`config.mk`:
```
export PLATFORM = sky130hd
export DESIGN_NAME = clock_prescaler_speed_mode
export DESIGN_NICKNAME = d
export VERILOG_FILES = /design/src/rtl/clock_prescaler_pkg.sv /design/src/rtl/clock_tick_if.sv /design/src/rtl/clock_prescaler_speed_mode.sv /design/src/rtl/cycle_phase_gen.sv /design/src/rtl/prescale_counter.sv
export SDC_FILE = /design/constraint.sdc
export NUM_CORES = 1
export LEC_CHECK = 0
export ABC_AREA = 1
export CAP_MARGIN = 20
export CORE_ASPECT_RATIO = 1.75
export CORE_UTILIZATION = 36
export CTS_CLUSTER_SIZE = 25
export DETAILED_ROUTE_END_ITERATION = 10
export DONT_BUFFER_PORTS = 1
export GPL_TIMING_DRIVEN = 0
export PLACE_DENSITY = 0.48
export REMOVE_ABC_BUFFERS = 1
export SLEW_MARGIN = 20
export SYNTH_ARGS = -nofsm -noshare
export SYNTH_HDL_FRONTEND = slang
export SYNTH_SLANG_ARGS = --single-unit
export TNS_END_PERCENT = 50
```
`constraint.sdc`:
```
create_clock -name i_clk -period 2.7 [get_ports i_clk]
set_input_delay 0.135 -clock i_clk [delete_from_list [all_inputs] [get_ports i_clk]]
set_output_delay 0.135 -clock i_clk [all_outputs]
set_load 0.05 [all_outputs]
```
`src/rtl/clock_prescaler_pkg.sv`:
```
// constants, register map and helpers for the clock prescaler and speed-mode block
// assumes a single oscillator-rate clock and a classic wishbone register port
// Contract
// [RL1] reset loads reload value all ones
// [RL2] any 8-bit reload value divides clock
// [RL3] reload zero gives osc/1020 or osc/510
// [RL4] reload all ones gives osc/2 or osc
// [RL5] double-speed: osc over 2*(255-reload)
// [RL6] standard: osc over 4*(255-reload)
// [RL7] double-speed machine cycle is 6 periods
// [RL8] divide-by-2 stage, disabled or bypassed
// [RL9] double-speed change sampled on div2 rise
// [RL10] bit 0 selects 12/6, enables peripheral bits
// [RL11] reset takes double-speed from security byte
// [RL12] peripheral bits act only in double-speed
// [RL13] peripheral bit clear 6, set 12
// [RL14] serial bit affects only modes 0, 2
// [RL15] software never writes bit 7 one
// [RL16] reload register at 97h, resets ones
// [RL17] serial-periph bit 0 at AFh, resets zero
// [RL18] counter reloads on terminal count only
package clock_prescaler_pkg;

    localparam int unsigned WB_ADR_W = 12;
    localparam int unsigned WB_DAT_W = 32;
    localparam int unsigned REG_W = 8;
    localparam int unsigned PERIOD_W = 9;
    localparam int unsigned PHASE_W = 4;

    // register indices; byte address is four times the index
    localparam logic [REG_W-1:0] IDX_SPEED_CONTROL = 8'h8f;
    localparam logic [REG_W-1:0] IDX_RELOAD = 8'h97;
    localparam logic [REG_W-1:0] IDX_SPEED_EXT = 8'haf;
    localparam logic [REG_W-1:0] IDX_DIV_CONTROL = 8'h8e;
    localparam logic [REG_W-1:0] IDX_STATUS = 8'h8d;

    localparam logic [REG_W-1:0] RELOAD_RST = 8'hff;
    localparam logic [REG_W-1:0] RELOAD_FASTEST = 8'hff;
    localparam logic [PERIOD_W-1:0] RELOAD_TOP = 9'h0ff;
    localparam logic [PERIOD_W-1:0] PERIOD_ONE = 9'h001;

    localparam int unsigned BIT_DOUBLE_SPEED = 0;
    localparam int unsigned BIT_TIMER0 = 1;
    localparam int unsigned BIT_TIMER1 = 2;
    localparam int unsigned BIT_TIMER2 = 3;
    localparam int unsigned BIT_SERIAL = 4;
    localparam int unsigned BIT_COUNTER_ARRAY = 5;
    localparam int unsigned BIT_WATCHDOG = 6;
    localparam int unsigned BIT_SERIAL_PERIPH = 0;
    localparam int unsigned BIT_DIV2_BYPASS = 0;
    localparam int unsigned STAT_DOUBLE_SPEED = 0;
    localparam int unsigned STAT_DIV2_ACTIVE = 1;

    localparam logic [REG_W-1:0] SPEED_CONTROL_RST = 8'h00;
    localparam logic [REG_W-1:0] SPEED_CONTROL_WMASK = 8'h7f;
    localparam logic [REG_W-1:0] SPEED_EXT_RST = 8'h00;
    localparam logic [REG_W-1:0] SPEED_EXT_WMASK = 8'h01;
    localparam logic [REG_W-1:0] DIV_CONTROL_RST = 8'h00;
    localparam logic [REG_W-1:0] DIV_CONTROL_WMASK = 8'h01;

    // last cpu-tick phase of the 12-tick slow peripheral cycle, and phases of the fast ones
    localparam logic [PHASE_W-1:0] PHASE_LAST = 4'hb;
    localparam logic [PHASE_W-1:0] PHASE_MID = 4'h5;

    // source ticks between two cpu ticks for a reload value
    function automatic logic [PERIOD_W-1:0] reload_period(input logic [REG_W-1:0] reload);
        logic [PERIOD_W-1:0] span;
        span = RELOAD_TOP - {1'b0, reload};
        if (reload == RELOAD_FASTEST) begin
            return PERIOD_ONE;
        end
        return {span[PERIOD_W-2:0], 1'b0};
    endfunction : reload_period

endpackage : clock_prescaler_pkg

```
`src/rtl/clock_tick_if.sv`:
```
// tick strobes shared between the clock block and its counter stages
// assumes all members sit on one clock
`timescale 1ns/100ps
`default_nettype none
interface clock_tick_if;
    logic srst;
    logic src_tick;
    logic [clock_prescaler_pkg::REG_W-1:0] reload;
    logic cpu_tick;
    logic fast_tick;
    logic slow_tick;

    modport owner (output srst, src_tick, reload, input cpu_tick, fast_tick, slow_tick);
    modport prescale (input srst, src_tick, reload, output cpu_tick);
    modport cycles (input srst, cpu_tick, output fast_tick, slow_tick);
endinterface : clock_tick_if
`default_nettype wire

```
`src/rtl/clock_prescaler_speed_mode.sv`:
```
// top of the clock prescaler and speed-mode block, with its wishbone register port
// assumes i_clk is the oscillator clock; outputs other than the bus and o_double_speed are clock-enable strobes for the core
//
// Local design decision: the Wishbone interface to the registers.
`timescale 1ns/100ps
`default_nettype none
module clock_prescaler_speed_mode (
    input wire logic i_clk,
    input wire logic i_srst,
    input wire logic i_hsb_double_speed,
    input wire logic i_wb_cyc,
    input wire logic i_wb_stb,
    input wire logic i_wb_we,
    input wire logic [clock_prescaler_pkg::WB_ADR_W-1:0] i_wb_adr,
    input wire logic [3:0] i_wb_sel,
    input wire logic [clock_prescaler_pkg::WB_DAT_W-1:0] i_wb_dat,
    output logic [clock_prescaler_pkg::WB_DAT_W-1:0] o_wb_dat,
    output logic o_wb_ack,
    output logic o_cpu_clk_en,
    output logic o_periph_clk_en,
    output logic o_machine_cycle,
    output logic o_double_speed,
    output logic o_watchdog_tick,
    output logic o_counter_array_tick,
    output logic o_serial_fixed_tick,
    output logic o_timer0_tick,
    output logic o_timer1_tick,
    output logic o_timer2_tick,
    output logic o_serial_periph_tick
);

    ////////////////////////////////////////////////////////////////////////////////
    // declarations

    logic hsb_meta_r;
    logic hsb_sync_r;
    logic [clock_prescaler_pkg::REG_W-1:0] speed_control_r;
    logic [clock_prescaler_pkg::REG_W-1:0] speed_ext_r;
    logic [clock_prescaler_pkg::REG_W-1:0] div_control_r;
    logic [clock_prescaler_pkg::REG_W-1:0] clock_reload_value_r;
    logic double_speed_active_r;
    logic div2_bypass_active_r;
    logic div2_phase_r;
    logic ack_r;
    logic [clock_prescaler_pkg::WB_DAT_W-1:0] rdata_r;
    logic [clock_prescaler_pkg::REG_W-1:0] rdata_nxt;
    logic [clock_prescaler_pkg::REG_W-1:0] index;
    logic index_hi_zero;
    logic bus_req;
    logic bus_wr;
    logic div2_rise;
    logic src_tick;
    logic fast_sel;
    logic periph_slow;

    clock_tick_if tick ();

    ////////////////////////////////////////////////////////////////////////////////
    // security byte strap synchroniser

    always_ff @(posedge i_clk) begin
        hsb_meta_r <= i_hsb_double_speed;
        hsb_sync_r <= hsb_meta_r;
    end

    ////////////////////////////////////////////////////////////////////////////////
    // wishbone decode

    // upper index bits must be zero, else the address is unmapped
    assign index = i_wb_adr[clock_prescaler_pkg::REG_W+1:2];
    assign index_hi_zero = (i_wb_adr[clock_prescaler_pkg::WB_ADR_W-1:clock_prescaler_pkg::REG_W+2] == '0);
    assign bus_req = i_wb_cyc && i_wb_stb && !ack_r;
    assign bus_wr = bus_req && i_wb_we && i_wb_sel[0] && index_hi_zero;

    always_ff @(posedge i_clk) begin
        if (i_srst) begin
            ack_r <= 1'b0;
        end else begin
            ack_r <= bus_req;
        end
    end

    ////////////////////////////////////////////////////////////////////////////////
    // clock speed control register

    always_ff @(posedge i_clk) begin
        if (i_srst) begin
            speed_control_r <= clock_prescaler_pkg::SPEED_CONTROL_RST;
            // [RL11] strap from security byte
            speed_control_r[clock_prescaler_pkg::BIT_DOUBLE_SPEED] <= hsb_sync_r;
        end else if (bus_wr && index == clock_prescaler_pkg::IDX_SPEED_CONTROL) begin
            // [RL15] top bit never stored
            speed_control_r <= i_wb_dat[clock_prescaler_pkg::REG_W-1:0] &
                               clock_prescaler_pkg::SPEED_CONTROL_WMASK;
        end
    end

    // [RL17] extension register, serial-periph bit
    always_ff @(posedge i_clk) begin
        if (i_srst) begin
            speed_ext_r <= clock_prescaler_pkg::SPEED_EXT_RST;
        end else if (bus_wr && index == clock_prescaler_pkg::IDX_SPEED_EXT) begin
            speed_ext_r <= i_wb_dat[clock_prescaler_pkg::REG_W-1:0] & clock_prescaler_pkg::SPEED_EXT_WMASK;
        end
    end

    // [RL8] software divider bypass
    always_ff @(posedge i_clk) begin
        if (i_srst) begin
            div_control_r <= clock_prescaler_pkg::DIV_CONTROL_RST;
        end else if (bus_wr && index == clock_prescaler_pkg::IDX_DIV_CONTROL) begin
            div_control_r <= i_wb_dat[clock_prescaler_pkg::REG_W-1:0] & clock_prescaler_pkg::DIV_CONTROL_WMASK;
        end
    end

    // [RL1] [RL16] reload register, resets ones
    always_ff @(posedge i_clk) begin
        if (i_srst) begin
            clock_reload_value_r <= clock_prescaler_pkg::RELOAD_RST;
        end else if (bus_wr && index == clock_prescaler_pkg::IDX_RELOAD) begin
            // [RL2] any 8-bit value
            clock_reload_value_r <= i_wb_dat[clock_prescaler_pkg::REG_W-1:0];
        end
    end

    ////////////////////////////////////////////////////////////////////////////////
    // read mux

    always_comb begin
        rdata_nxt = '0;
        unique case (index)
            clock_prescaler_pkg::IDX_SPEED_CONTROL: begin
                rdata_nxt = speed_control_r;
            end
            clock_prescaler_pkg::IDX_SPEED_EXT: begin
                rdata_nxt = speed_ext_r;
            end
            clock_prescaler_pkg::IDX_DIV_CONTROL: begin
                rdata_nxt = div_control_r;
            end
            clock_prescaler_pkg::IDX_RELOAD: begin
                rdata_nxt = clock_reload_value_r;
            end
            clock_prescaler_pkg::IDX_STATUS: begin
                rdata_nxt[clock_prescaler_pkg::STAT_DOUBLE_SPEED] = double_speed_active_r;
                rdata_nxt[clock_prescaler_pkg::STAT_DIV2_ACTIVE] =
                    !(double_speed_active_r || div2_bypass_active_r);
            end
            default: begin
                rdata_nxt = '0;
            end
        endcase
        if (!index_hi_zero) begin
            rdata_nxt = '0;
        end
    end

    always_ff @(posedge i_clk) begin
        if (i_srst) begin
            rdata_r <= '0;
        end else if (bus_req && !i_wb_we) begin
            rdata_r <= {{(clock_prescaler_pkg::WB_DAT_W - clock_prescaler_pkg::REG_W){1'b0}}, rdata_nxt};
        end else begin
            rdata_r <= '0;
        end
    end

    ////////////////////////////////////////////////////////////////////////////////
    // divide-by-two stage and glitch-free mode change

    always_ff @(posedge i_clk) begin
        if (i_srst) begin
            div2_phase_r <= 1'b0;
        end else begin
            div2_phase_r <= !div2_phase_r;
        end
    end

    // the next edge is the rising edge of the halved clock
    assign div2_rise = !div2_phase_r;

    // [RL9] mode taken on div2 rise
    always_ff @(posedge i_clk) begin
        if (i_srst) begin
            double_speed_active_r <= hsb_sync_r;
            div2_bypass_active_r <= 1'b0;
        end else if (div2_rise) begin
            double_speed_active_r <= speed_control_r[clock_prescaler_pkg::BIT_DOUBLE_SPEED];
            div2_bypass_active_r <= div_control_r[clock_prescaler_pkg::BIT_DIV2_BYPASS];
        end
    end

    // [RL8] halved source unless bypassed or in double speed
    // [RL5] [RL6] standard without bypass halves the source
    assign src_tick = double_speed_active_r || div2_bypass_active_r || div2_rise;

    ////////////////////////////////////////////////////////////////////////////////
    // prescaler and phase generator

    assign tick.srst = i_srst;
    assign tick.src_tick = src_tick;
    assign tick.reload = clock_reload_value_r;

    // [RL3] [RL4] divisor from reload period
    prescale_counter u_prescale (
        .i_clk(i_clk),
        .tick(tick)
    );

    cycle_phase_gen u_phase (
        .i_clk(i_clk),
        .tick(tick)
    );

    ////////////////////////////////////////////////////////////////////////////////
    // peripheral speed selection

    // [RL10] [RL12] bits gated by double speed
    function automatic logic periph_tick(input logic active, input logic sel_bit,
                                         input logic fast, input logic slow);
        // [RL13] clear fast, set slow
        return (active && sel_bit) ? slow : fast;
    endfunction : periph_tick

    assign fast_sel = tick.fast_tick;
    assign periph_slow = tick.slow_tick;

    always_ff @(posedge i_clk) begin
        if (i_srst) begin
            o_watchdog_tick <= 1'b0;
            o_counter_array_tick <= 1'b0;
            o_serial_fixed_tick <= 1'b0;
            o_timer0_tick <= 1'b0;
            o_timer1_tick <= 1'b0;
            o_timer2_tick <= 1'b0;
            o_serial_periph_tick <= 1'b0;
        end else begin
            o_watchdog_tick <= periph_tick(double_speed_active_r,
                speed_control_r[clock_prescaler_pkg::BIT_WATCHDOG], fast_sel, periph_slow);
            o_counter_array_tick <= periph_tick(double_speed_active_r,
                speed_control_r[clock_prescaler_pkg::BIT_COUNTER_ARRAY], fast_sel, periph_slow);
            // [RL14] serial modes 0, 2 only
            o_serial_fixed_tick <= periph_tick(double_speed_active_r,
                speed_control_r[clock_prescaler_pkg::BIT_SERIAL], fast_sel, periph_slow);
            o_timer0_tick <= periph_tick(double_speed_active_r,
                speed_control_r[clock_prescaler_pkg::BIT_TIMER0], fast_sel, periph_slow);
            o_timer1_tick <= periph_tick(double_speed_active_r,
                speed_control_r[clock_prescaler_pkg::BIT_TIMER1], fast_sel, periph_slow);
            o_timer2_tick <= periph_tick(double_speed_active_r,
                speed_control_r[clock_prescaler_pkg::BIT_TIMER2], fast_sel, periph_slow);
            o_serial_periph_tick <= periph_tick(double_speed_active_r,
                speed_ext_r[clock_prescaler_pkg::BIT_SERIAL_PERIPH], fast_sel, periph_slow);
        end
    end

    ////////////////////////////////////////////////////////////////////////////////
    // core strobes

    // [RL7] machine cycle of six cpu ticks
    always_ff @(posedge i_clk) begin
        if (i_srst) begin
            o_cpu_clk_en <= 1'b0;
            o_periph_clk_en <= 1'b0;
            o_machine_cycle <= 1'b0;
            o_double_speed <= 1'b0;
        end else begin
            o_cpu_clk_en <= tick.cpu_tick;
            o_periph_clk_en <= tick.cpu_tick;
            o_machine_cycle <= fast_sel;
            o_double_speed <= double_speed_active_r;
        end
    end

    assign o_wb_ack = ack_r;
    assign o_wb_dat = rdata_r;

endmodule : clock_prescaler_speed_mode
`default_nettype wire

```
`src/rtl/cycle_phase_gen.sv`:
```
// phase generator: fast strobe every 6 cpu ticks, slow every 12
// assumes cpu_tick is a one-cycle strobe on the same clock
`timescale 1ns/100ps
`default_nettype none
module cycle_phase_gen (
    input wire logic i_clk,
    clock_tick_if.cycles tick
);
    logic [clock_prescaler_pkg::PHASE_W-1:0] phase_r;
    logic fast_r;
    logic slow_r;

    always_ff @(posedge i_clk) begin
        if (tick.srst) begin
            phase_r <= '0;
        end else if (tick.cpu_tick) begin
            phase_r <= (phase_r == clock_prescaler_pkg::PHASE_LAST) ? '0 : phase_r + 4'h1;
        end
    end

    // [RL7] six ticks per cycle
    always_ff @(posedge i_clk) begin
        if (tick.srst) begin
            fast_r <= 1'b0;
            slow_r <= 1'b0;
        end else begin
            fast_r <= tick.cpu_tick && (phase_r == clock_prescaler_pkg::PHASE_MID ||
                                        phase_r == clock_prescaler_pkg::PHASE_LAST);
            slow_r <= tick.cpu_tick && (phase_r == clock_prescaler_pkg::PHASE_LAST);
        end
    end

    assign tick.fast_tick = fast_r;
    assign tick.slow_tick = slow_r;
endmodule : cycle_phase_gen
`default_nettype wire

```
`src/rtl/prescale_counter.sv`:
```
// reloadable prescaler: one cpu tick every reload_period source ticks
// assumes src_tick and reload come from logic on the same clock
`timescale 1ns/100ps
`default_nettype none
module prescale_counter (
    input wire logic i_clk,
    clock_tick_if.prescale tick
);
    logic [clock_prescaler_pkg::PERIOD_W-1:0] count_r;
    logic cpu_tick_r;

    // [RL18] reload at terminal count
    always_ff @(posedge i_clk) begin
        if (tick.srst) begin
            count_r <= clock_prescaler_pkg::PERIOD_ONE;
        end else if (tick.src_tick) begin
            if (count_r <= clock_prescaler_pkg::PERIOD_ONE) begin
                count_r <= clock_prescaler_pkg::reload_period(tick.reload);
            end else begin
                count_r <= count_r - clock_prescaler_pkg::PERIOD_ONE;
            end
        end
    end

    // [RL2] tick per period
    always_ff @(posedge i_clk) begin
        if (tick.srst) begin
            cpu_tick_r <= 1'b0;
        end else begin
            cpu_tick_r <= tick.src_tick && (count_r <= clock_prescaler_pkg::PERIOD_ONE);
        end
    end

    assign tick.cpu_tick = cpu_tick_r;
endmodule : prescale_counter
`default_nettype wire

```
# ---- Word level (Yosys, flattened, before mapping)
# Index checks and enable logic that the tools add are counted.
dict set report totals {
  word_cells 94
  ff_bits 81
  output_inout_bits 44
  inputBits 54
}
dict set report op_classes {
  addsub 3
  bitwise 2
  eq_ne 9
  magnitude_cmp 1
  reduce_logical 30
  muxes 21
}
# op count
set op_table {}
lappend op_table {{8-bit equality test (second input constant)} 6}
lappend op_table {{9-bit 2-to-1 mux} 3}
lappend op_table {{1-bit logical AND} 20}
lappend op_table {{1-bit 2-to-1 mux} 15}
lappend op_table {{6-bit case mux with 2 select lines} 1}
lappend op_table {{2-bit case mux with 5 select lines} 1}
lappend op_table {{9-bit by 1-bit <= comparator with 1-bit output (second input constant)} 1}
lappend op_table {{9-bit by 1-bit subtractor with 9-bit output (second input constant)} 1}
lappend op_table {{8-bit subtractor (first input constant)} 1}
lappend op_table {{4-bit by 1-bit adder with 4-bit output (second input constant)} 1}
lappend op_table {{4-bit by 3-bit equality test with 1-bit output (second input constant)} 1}
lappend op_table {{4-bit equality test (second input constant)} 1}
lappend op_table {{1-bit logical NOT} 4}
lappend op_table {{4-bit 2-to-1 mux} 1}
lappend op_table {{1-bit logical OR} 3}
lappend op_table {{3-bit OR reduction} 1}
lappend op_table {{2-bit logical NOT} 1}
lappend op_table {{2-bit != test (second input constant)} 1}
lappend op_table {{1-bit NOT} 2}
lappend op_table {{2-bit nonzero test} 1}

# ---- Logic depth before layout (Yosys ltp)
# Gate-level depths: netlist of run 1.
dict set report depth {
  depth_word 8
  mapped_depth 12
  depth_no_buf 12
}

# ---- By module
# A second synthesis of run 1 with hierarchy kept.
dict set report hier_totals {
  hier_cells 391
  hier_area_um2 2819.0
}
# module seq_area_each_um2 instances area_per_inst_um2 cells_each
set modules_own_cells {}
lappend modules_own_cells {clock_prescaler_speed_mode 840.8 1 1830.5 244}
lappend modules_own_cells {prescale_counter 200.2 1 721.9 113}
lappend modules_own_cells {cycle_phase_gen 120.1 1 266.5 34}

# ---- Worst setup path before layout of run 1
# No wires, ideal clock.
dict set report synth_path {
  path_kind {reg-to-reg}
  startpoint {register ack_r, in the netlist o_wb_ack}
  endpoint {register speed_control_r[0] in the netlist's numbering, enable pin}
  setup_ns 0.310
  stages_incl_launch_ff 6
  required_ns 2.390
  arrival_ns 1.311
  path_slack_ns 1.079
  period_less_slack_ns 1.621
  path_buffers 1
  path_cell_list {dfxtp_1 -> nand3b_1 -> nor2_1 -> nand3_1 -> buf_2 -> o21ai_0}
}
dict set report synth_via {
  elab_chain_cells 7
}
# item line_no
set synth_lines {}
lappend synth_lines {{start, declared} clock_prescaler_speed_mode.sv:44} ;# logic ack_r;
lappend synth_lines {{start signal, assigned} clock_prescaler_speed_mode.sv:79} ;# ack_r <= bus_req;
lappend synth_lines {{1-bit logical NOT} clock_prescaler_speed_mode.sv:72} ;# assign bus_req = i_wb_cyc && i_wb_stb && !ack_r;
lappend synth_lines {{1-bit logical AND} clock_prescaler_speed_mode.sv:72}
lappend synth_lines {{1-bit logical AND (3 in series)} clock_prescaler_speed_mode.sv:73} ;# assign bus_wr = bus_req && i_wb_we && i_wb_sel[0] && index_hi_zero;
lappend synth_lines {{1-bit logical AND} clock_prescaler_speed_mode.sv:91} ;# end else if (bus_wr && index == clock_prescaler_pkg::IDX_SPEED_CONTROL) begin
lappend synth_lines {{2-bit nonzero test (no line)} -}
lappend synth_lines {{end signal, assigned} clock_prescaler_speed_mode.sv:88} ;# speed_control_r <= clock_prescaler_pkg::SPEED_CONTROL_RST;
lappend synth_lines {{end signal, assigned by index} clock_prescaler_speed_mode.sv:90} ;# speed_control_r[clock_prescaler_pkg::BIT_DOUBLE_SPEED] <= hsb_sync_r;
lappend synth_lines {{end signal, assigned} clock_prescaler_speed_mode.sv:93} ;# speed_control_r <= i_wb_dat[clock_prescaler_pkg::REG_W-1:0] &
lappend synth_lines {{end, declared} clock_prescaler_speed_mode.sv:37} ;# logic [clock_prescaler_pkg::REG_W-1:0] speed_control_r;
# Every way passes these cells.
# A chain may end at the register's enable or synchronous reset.

# ---- Worst setup path in the final report of run 1
dict set report layout_path {
  startpoint {register ack_r, in the netlist o_wb_ack}
  endpoint {register rdata_r (netlist bit o_wb_dat[1])}
}
dict set report layout_via {
  elab_chain_cells 5
}
# item line_no
set layout_lines {}
lappend layout_lines {{1-bit logical NOT} clock_prescaler_speed_mode.sv:72}
lappend layout_lines {{1-bit logical AND} clock_prescaler_speed_mode.sv:72}
lappend layout_lines {{1-bit logical AND} clock_prescaler_speed_mode.sv:161} ;# end else if (bus_req && !i_wb_we) begin
lappend layout_lines {{1-bit NOT (no line)} -}
lappend layout_lines {{3-bit OR reduction (no line)} -}
lappend layout_lines {{end signal, assigned} clock_prescaler_speed_mode.sv:162} ;# rdata_r <= {{(clock_prescaler_pkg::WB_DAT_W - clock_prescaler_pkg::REG_W){1'b0}}, rdata_nxt};
lappend layout_lines {{end, declared} clock_prescaler_speed_mode.sv:45} ;# logic [clock_prescaler_pkg::WB_DAT_W-1:0] rdata_r;
# Every way passes these cells.

==> results of run 1 <==
-- logic make-up after synthesis --
family                   after synthesis  share of synthesized area, %
AND/OR/NAND/NOR                      185                         30.52
buffers and inverters                 65                         12.97
flip-flops                            57                         42.98
AO/OA/AOI/OAI                         54                         10.56
adder cells (fa/ha/maj)                4                         1.853
XOR/XNOR                               3                        0.9729
other                                  1                        0.1388
-- routing by layer --
| layer | track usage [%] | part of all wire, % | up-vias |
|---|---|---|---|
| met5 | 0 | 0 | - |
| met4 | 11.91 | 3.7 | 0 |
| met3 | 5.371 | 3.9 | 20 |
| met2 | 34.46 | 55 | 57 |
| met1 | 18.22 | 37 | 1022 |
| li1 | - | - | 1192 |
-- layout by cell type (no fill, tap or decap), types with 3 or more instances in the layout --
master | netlist | layout
inv_1 | 31 | 31
conb_1 | 1 | 24
ha_1 | 4 | 4
nor2_1 | 42 | 42
clkbuf_16 | 0 | 10
nand3_1 | 34 | 34
o211ai_1 | 3 | 3
nand2_2 | 3 | 3
o21ai_0 | 30 | 30
nor3_1 | 12 | 12
xor2_1 | 3 | 3
dfxtp_1 | 55 | 55
dlygate4sd3_1 | 0 | 12
nand4_1 | 6 | 6
a21oi_1 | 19 | 19
nand2_1 | 80 | 80
-- state kept, by name (all words and copies together), names as in the netlist, 4 cells and up --
register              count
u_prescale.count_r        9
o_wb_dat                  8
clock_reload_value_r      8
u_phase.phase_r           4
speed_control_r           7
-- worst max path at each step --
stage	startpoint	endpoint
final	o_wb_ack	o_wb_dat[1]
after global routing	o_wb_ack	clock_reload_value_r[6]
after CTS	o_wb_ack	o_wb_dat[1]
after detailed placement	o_wb_ack	clock_reload_value_r[3]
after global placement	o_wb_ack	clock_reload_value_r[5]
after floorplan	o_wb_ack	clock_reload_value_r[2]
-- power by group through the flow --
stage | combinational, mW | sequential (mW) | clock, mW
after floorplan | 0.655 | 1.05 | 0
after CTS | 0.836 | 1.06 | 1.21
final | 0.826 | 1.06 | 1.18
after global routing | 0.975 | 1.07 | 1.24
after global placement | 0.812 | 1.07 | 0
after detailed placement | 0.813 | 1.07 | 0
-- synthesized netlist by cell type (all sizes together) --
library cell	n	share of area, %
a41o	1	0.37
edfxtp	2	2.2
nand3	35	6.7
ha	4	1.9
conb	1	0.14
nor2	45	6.7
nor3b	1	0.46
xor2	3	0.97
nand4	6	1.4
inv	32	4.4
clkbuf	2	0.28
buf	30	8.1
a21oi	19	3.5
o21bai	1	0.28
nand3b	1	0.28
o211ai	3	0.83
dfxtp	55	41
clkinv	1	0.14
o21ai	30	5.6
nor3	14	3.2
nand2	83	12
-- repair_timing --
action,in CTS,in global routing
endpoints found under the hold margin,28,0
hold buffers,12,0
endpoints found under the setup margin,0,0
gates resized for setup,0,0
-- through the flow --
step | cell area (sq um) | cells | hold WS (ns) | setup WS [ns] | total power [mW]
after global placement | 2669 | 446 | 0.1628 | 0.5355 | 1.884
after global routing | 3104 | 474 | 0.006228 | 0.3354 | 3.294
final | 3104 | 474 | 0.01079 | 0.4346 | 3.062
after CTS | 3104 | 474 | 0.0007762 | 0.4784 | 3.098
after floorplan | 2561 | 360 | 0.1627 | 0.9456 | 1.703
after detailed placement | 2669 | 446 | 0.1628 | 0.5026 | 1.885
-- critical path, stage by stage, from the launching register on --
cell and delay, ns:
dfxtp_1 0.47, nand3b_1 0.25, dlygate4sd3_1 0.56, nor2_1 0.11, nand3_1 0.28, o21bai_1 0.31
nor2_1 0.19
-- area by class of cell --
type	count	area (sq um)	area share, %
multi-input combinational	270	1276	41.11
timing repair buffer	12	120.1	3.869
sequential	57	1161	37.40
inverter	33	123.9	3.990
tap	86	107.6	3.466
clock buffer	10	250.2	8.061
clock inverter	6	65.06	2.096
==> flow_metrics.tcl, run 1 <==
set metrics [dict create \
    status "complete, no violations" \
    wl_per_cell_um 14.08 \
    clk_pin_slew_ns 0.05 \
    cts_tree "built" \
    max-slew-margin-rel_pct 34.49 \
    num_vias 2291 \
    clock-sinks 57 \
    viasPerCell 4.833 \
    whs_path_depth 2 \
    gr-total-overflow 0 \
    synth.avg_cell_area_sq_um 7.321 \
    combinationalPowerShare_pct 27.0 \
    reg2reg_to "o_wb_dat[1]" \
    area_delta_synth_final_pct 14.91 \
    pwr-share-clk_pct 38.5 \
    fillers 757 \
    clk_latency_ns 0.33 \
    start_kind "flop" \
    p_leak_nw 1.389 \
    portBuffers 0 \
    grt_pass1_vias 2195 \
    r2r_start "o_wb_ack" \
    seqPwrFrac_pct 34.5 \
    track_usage_pct 19.09 \
    cts_setup_buffers 0 \
    ir_drop_mv 0.3942 \
    crit_arrival_ns 2.51 \
    tns_ns 0 \
    skew_ns 0.006963 \
    drive_gt1_share_pct 6.959 \
    p_sw_share_pct 35.72 \
    dp_hpwl_mm 4.904 \
    die_y_um 116.6 \
    powerDensity_mw_per_mm2 986.3 \
    core_sq_mm 0.007233 \
    htreeDepth 3 \
    cts_root_buf "clkbuf_16" \
    final_util_pct 42.92 \
    antenna_found_initial 0 \
    r2r_slack_ns 0.43 \
    grt_max_degree 37 \
    worst-path-max-fanout 7 \
    p_sw_mw 1.094 \
    io_pins 98 \
    drt_iter0_drc 83 \
    die_area_sq_mm 0.007867 \
    start_util_pct 37.35 \
    hold_path.startpoint "i_srst" \
    routed_wl_mm 6.676 \
    yosysUniqueCellTypes 30 \
    worst_pin_slew_ns 0.9766 \
    firstDrtPassIters 4 \
    cap_violations 0 \
    synth.yosys.seq_area_share_pct 42.98 \
    setup_violations 0 \
    cts_buffers 9 \
    fin_nets 441 \
    min_path_type "in2reg" \
    reg2regPathDepth 6 \
    post-route-period-util_pct 83.90 \
    num_rows 41 \
    synth.cell_area_sq_mm 0.002701 \
    rsz0062_at_grt "no" \
    crit_required_ns 2.95 \
    place.gp.congestion 0.8589 \
    syn_inst 369 \
    drc 0 \
    hold_viol 0 \
    final-max-slew-violation-count 0 \
    finalCriticalPeriod_ns 2.265 \
    fmax_mhz 441.4 \
    route.antenna.remaining_nets 0 \
    end_kind "flop" \
    worstSetupPathType "reg2reg" \
    internal_power_mw 1.968 \
    grt_pass1_wl_mm 10.58 \
    die_w_um 67.48 \
    clockBufferDepth 2 \
    n_antenna_cell 0 \
    yosysWarnings 0 \
    min_to "speed_control_r[0]" \
    synth-seq-cells 57 \
]
Note: power is estimated with default switching activity, not from simulation.
==> run 2, diff against run 1 <==
Clock period 2.7 ns to 2.3 ns, I/O delays scaled along.
==> run 2 against run 1 <==
  * Global-route usage about the same
  * Setup slack worse by 0.29 ns
  * Cell count up 0.21%
  * Sequential share of layout area down 0.24 points
  * Utilization up 0.28 points
  * Non-clock buffer count up 1
  * Via count about the same
  * Combinational power up 18%
  * Largest power group unchanged
==> flow_metrics.tcl, run 2 (synthesized netlist as in run 1, its figures left out) <==
set metrics [dict create \
    combinationalPowerShare_pct 27.0 \
    post-route-period-util_pct 93.87 \
    crit_chain "nand3b_1 > dlygate4sd3_1 > nor2_1 > nand3_2 > o21bai_1 > nor2_1" \
    pre_cts_slack_ns 0.1026 \
    pwr-share-clk_pct 38.5 \
    ir_drop_mv 0.4643 \
    worst-path-max-fanout 7 \
    whs_ns 0.01592 \
    fin_nets 442 \
    p_leak_nw 1.394 \
    whs_path_depth 1 \
    cts_root_buf "clkbuf_16" \
    critPathMaxStageDelay_ns 0.56 \
    cts_tree "built" \
    fmax_mhz 463.2 \
    core_sq_mm 0.007233 \
    p_sw_mw 1.286 \
    wl_per_cell_um 14.04 \
    reg2regPathDepth 6 \
    grt_max_degree 37 \
    gr-total-overflow 0 \
    routed_wl_mm 6.671 \
    powerDensity_mw_per_mm2 1151 \
    portBuffers 0 \
    num_rows 41 \
    r2r_start "o_wb_ack" \
    hold_path.startpoint "i_srst" \
    skew_ns 0.006966 \
    finalCriticalPeriod_ns 2.159 \
    dp_hpwl_mm 4.904 \
    seqPwrFrac_pct 34.4 \
    r2r_slack_ns 0.14 \
    final-max-slew-violation-count 0 \
    p_total_mw 3.597 \
    n_antenna_cell 0 \
    crit_arrival_ns 2.41 \
    start_kind "flop" \
    path_common_cell "nor2_1" \
    internal_power_mw 2.311 \
    die_w_um 67.48 \
    place.gp.congestion 0.8589 \
    rsz0062_at_grt "no" \
    track_usage_pct 19.07 \
    antenna_found_initial 0 \
    largest_reg_flops 9 \
    crit_slowest_cell "dlygate4sd3_1" \
    grt_pass1_vias 2212 \
    drc 0 \
    layout_commonest_cell "nand2_1" \
    reg2reg_to "o_wb_dat[1]" \
    num_vias 2293 \
    clk_latency_ns 0.33 \
    hold_viol 0 \
    drive_gt1_share_pct 7.455 \
    die_area_sq_mm 0.007867 \
    worst_slack_ns 0.1410 \
    end_kind "flop" \
    fin_area_sq_mm 0.003124 \
    firstDrtPassIters 4 \
    max-slew-margin-rel_pct 34.11 \
    clockBufferDepth 2 \
    cts_buffers 9 \
    worstSetupPathType "reg2reg" \
    largest-register "u_prescale.count_r" \
    status "complete, no violations" \
    setup_violations 0 \
    htreeDepth 3 \
    route.antenna.remaining_nets 0 \
    place_area_sq_mm 0.002669 \
    clock-sinks 57 \
    tns_ns 0 \
    worst_pin_slew_ns 0.9823 \
    p_sw_share_pct 35.75 \
    die_y_um 116.6 \
    area_delta_synth_final_pct 15.66 \
    io_pins 98 \
    grt_pass1_wl_mm 10.58 \
    cap_violations 0 \
    drt_iter0_drc 88 \
    min_to "double_speed_active_r" \
    clk_pin_slew_ns 0.05 \
    most-common-layout-cells "nand2_1 (80), dfxtp_1 (55), nor2_1 (42)" \
    min_path_type "in2reg" \
    crit_required_ns 2.55 \
    start_util_pct 37.35 \
    viasPerCell 4.827 \
]
run 2: cell count changes in the layout (fill, tap and decap cells not counted):
cell | previous run | this run
nand3_2 | 1 | 3
nand3_1 | 34 | 32
dlygate4sd3_1 | 12 | 13
run 2: area by class of cell:
cell class              count  area [sq um]
flip-flops and latches     57          1161
inverters                  33         123.9
clock buffers              10         250.2
multi-input cells         270          1286
clock inverters             6         65.06
well taps                  86         107.6
repair buffers             13         130.1
fillers                   757          4109
run 2: stage by stage:
stage / instances / utilization [%]
2_1_floorplan: 360 / -
3_3_place_gp: 446 / 36.90
3_5_place_dp: 446 / 36.90
4_1_cts: 475 / 43.05
5_1_grt: 475 / 43.19
6_report: 475 / 43.19
run 2: how the worst max path moves through the flow:
stage	from	to	slack (ns)	depth (start not counted)
3_5_place_dp	o_wb_ack	clock_reload_value_r[3]	0.10	7
3_3_place_gp	o_wb_ack	clock_reload_value_r[5]	0.14	7
6_report	o_wb_ack	o_wb_dat[1]	0.14	6
4_1_cts	o_wb_ack	o_wb_dat[1]	0.08	6
2_1_floorplan	o_wb_ack	clock_reload_value_r[2]	0.55	7
5_1_grt	o_wb_ack	o_wb_dat[1]	0.03	6
run 2: power groups by stage:
stage / registers [mW] / logic (mW) / clock network, mW
global placement: 1.26 / 0.953 / 0
finish: 1.24 / 0.973 / 1.39
floorplan: 1.23 / 0.769 / 0
detailed placement: 1.26 / 0.955 / 0
CTS: 1.24 / 0.983 / 1.42
global route: 1.26 / 1.15 / 1.46
run 2: repair_timing:
item / CTS / global route
buffers inserted: 0 / 0
gates resized for setup: 0 / 2
hold endpoints to repair: 31 / 0
hold buffers: 13 / 0
setup endpoints to repair: 0 / 7
run 2: worst max-delay path: cells and delay by family, from the launching register on:
family,cells,cell delay [ns]
flip-flops,1,0.47
buffers and inverters,1,0.56
AND/OR/NAND/NOR,4,0.79
AO/OA/AOI/OAI,1,0.26
run 2: layer usage:
layer | global-route usage (%) | vias to the layer above | routed length [um]
li1 | - | 1196 | -
met1 | 18.10 | 1024 | 2473
met2 | 34.79 | 55 | 3741
met3 | 5.273 | 18 | 229
met4 | 11.49 | 0 | 227
met5 | 0 | - | 0
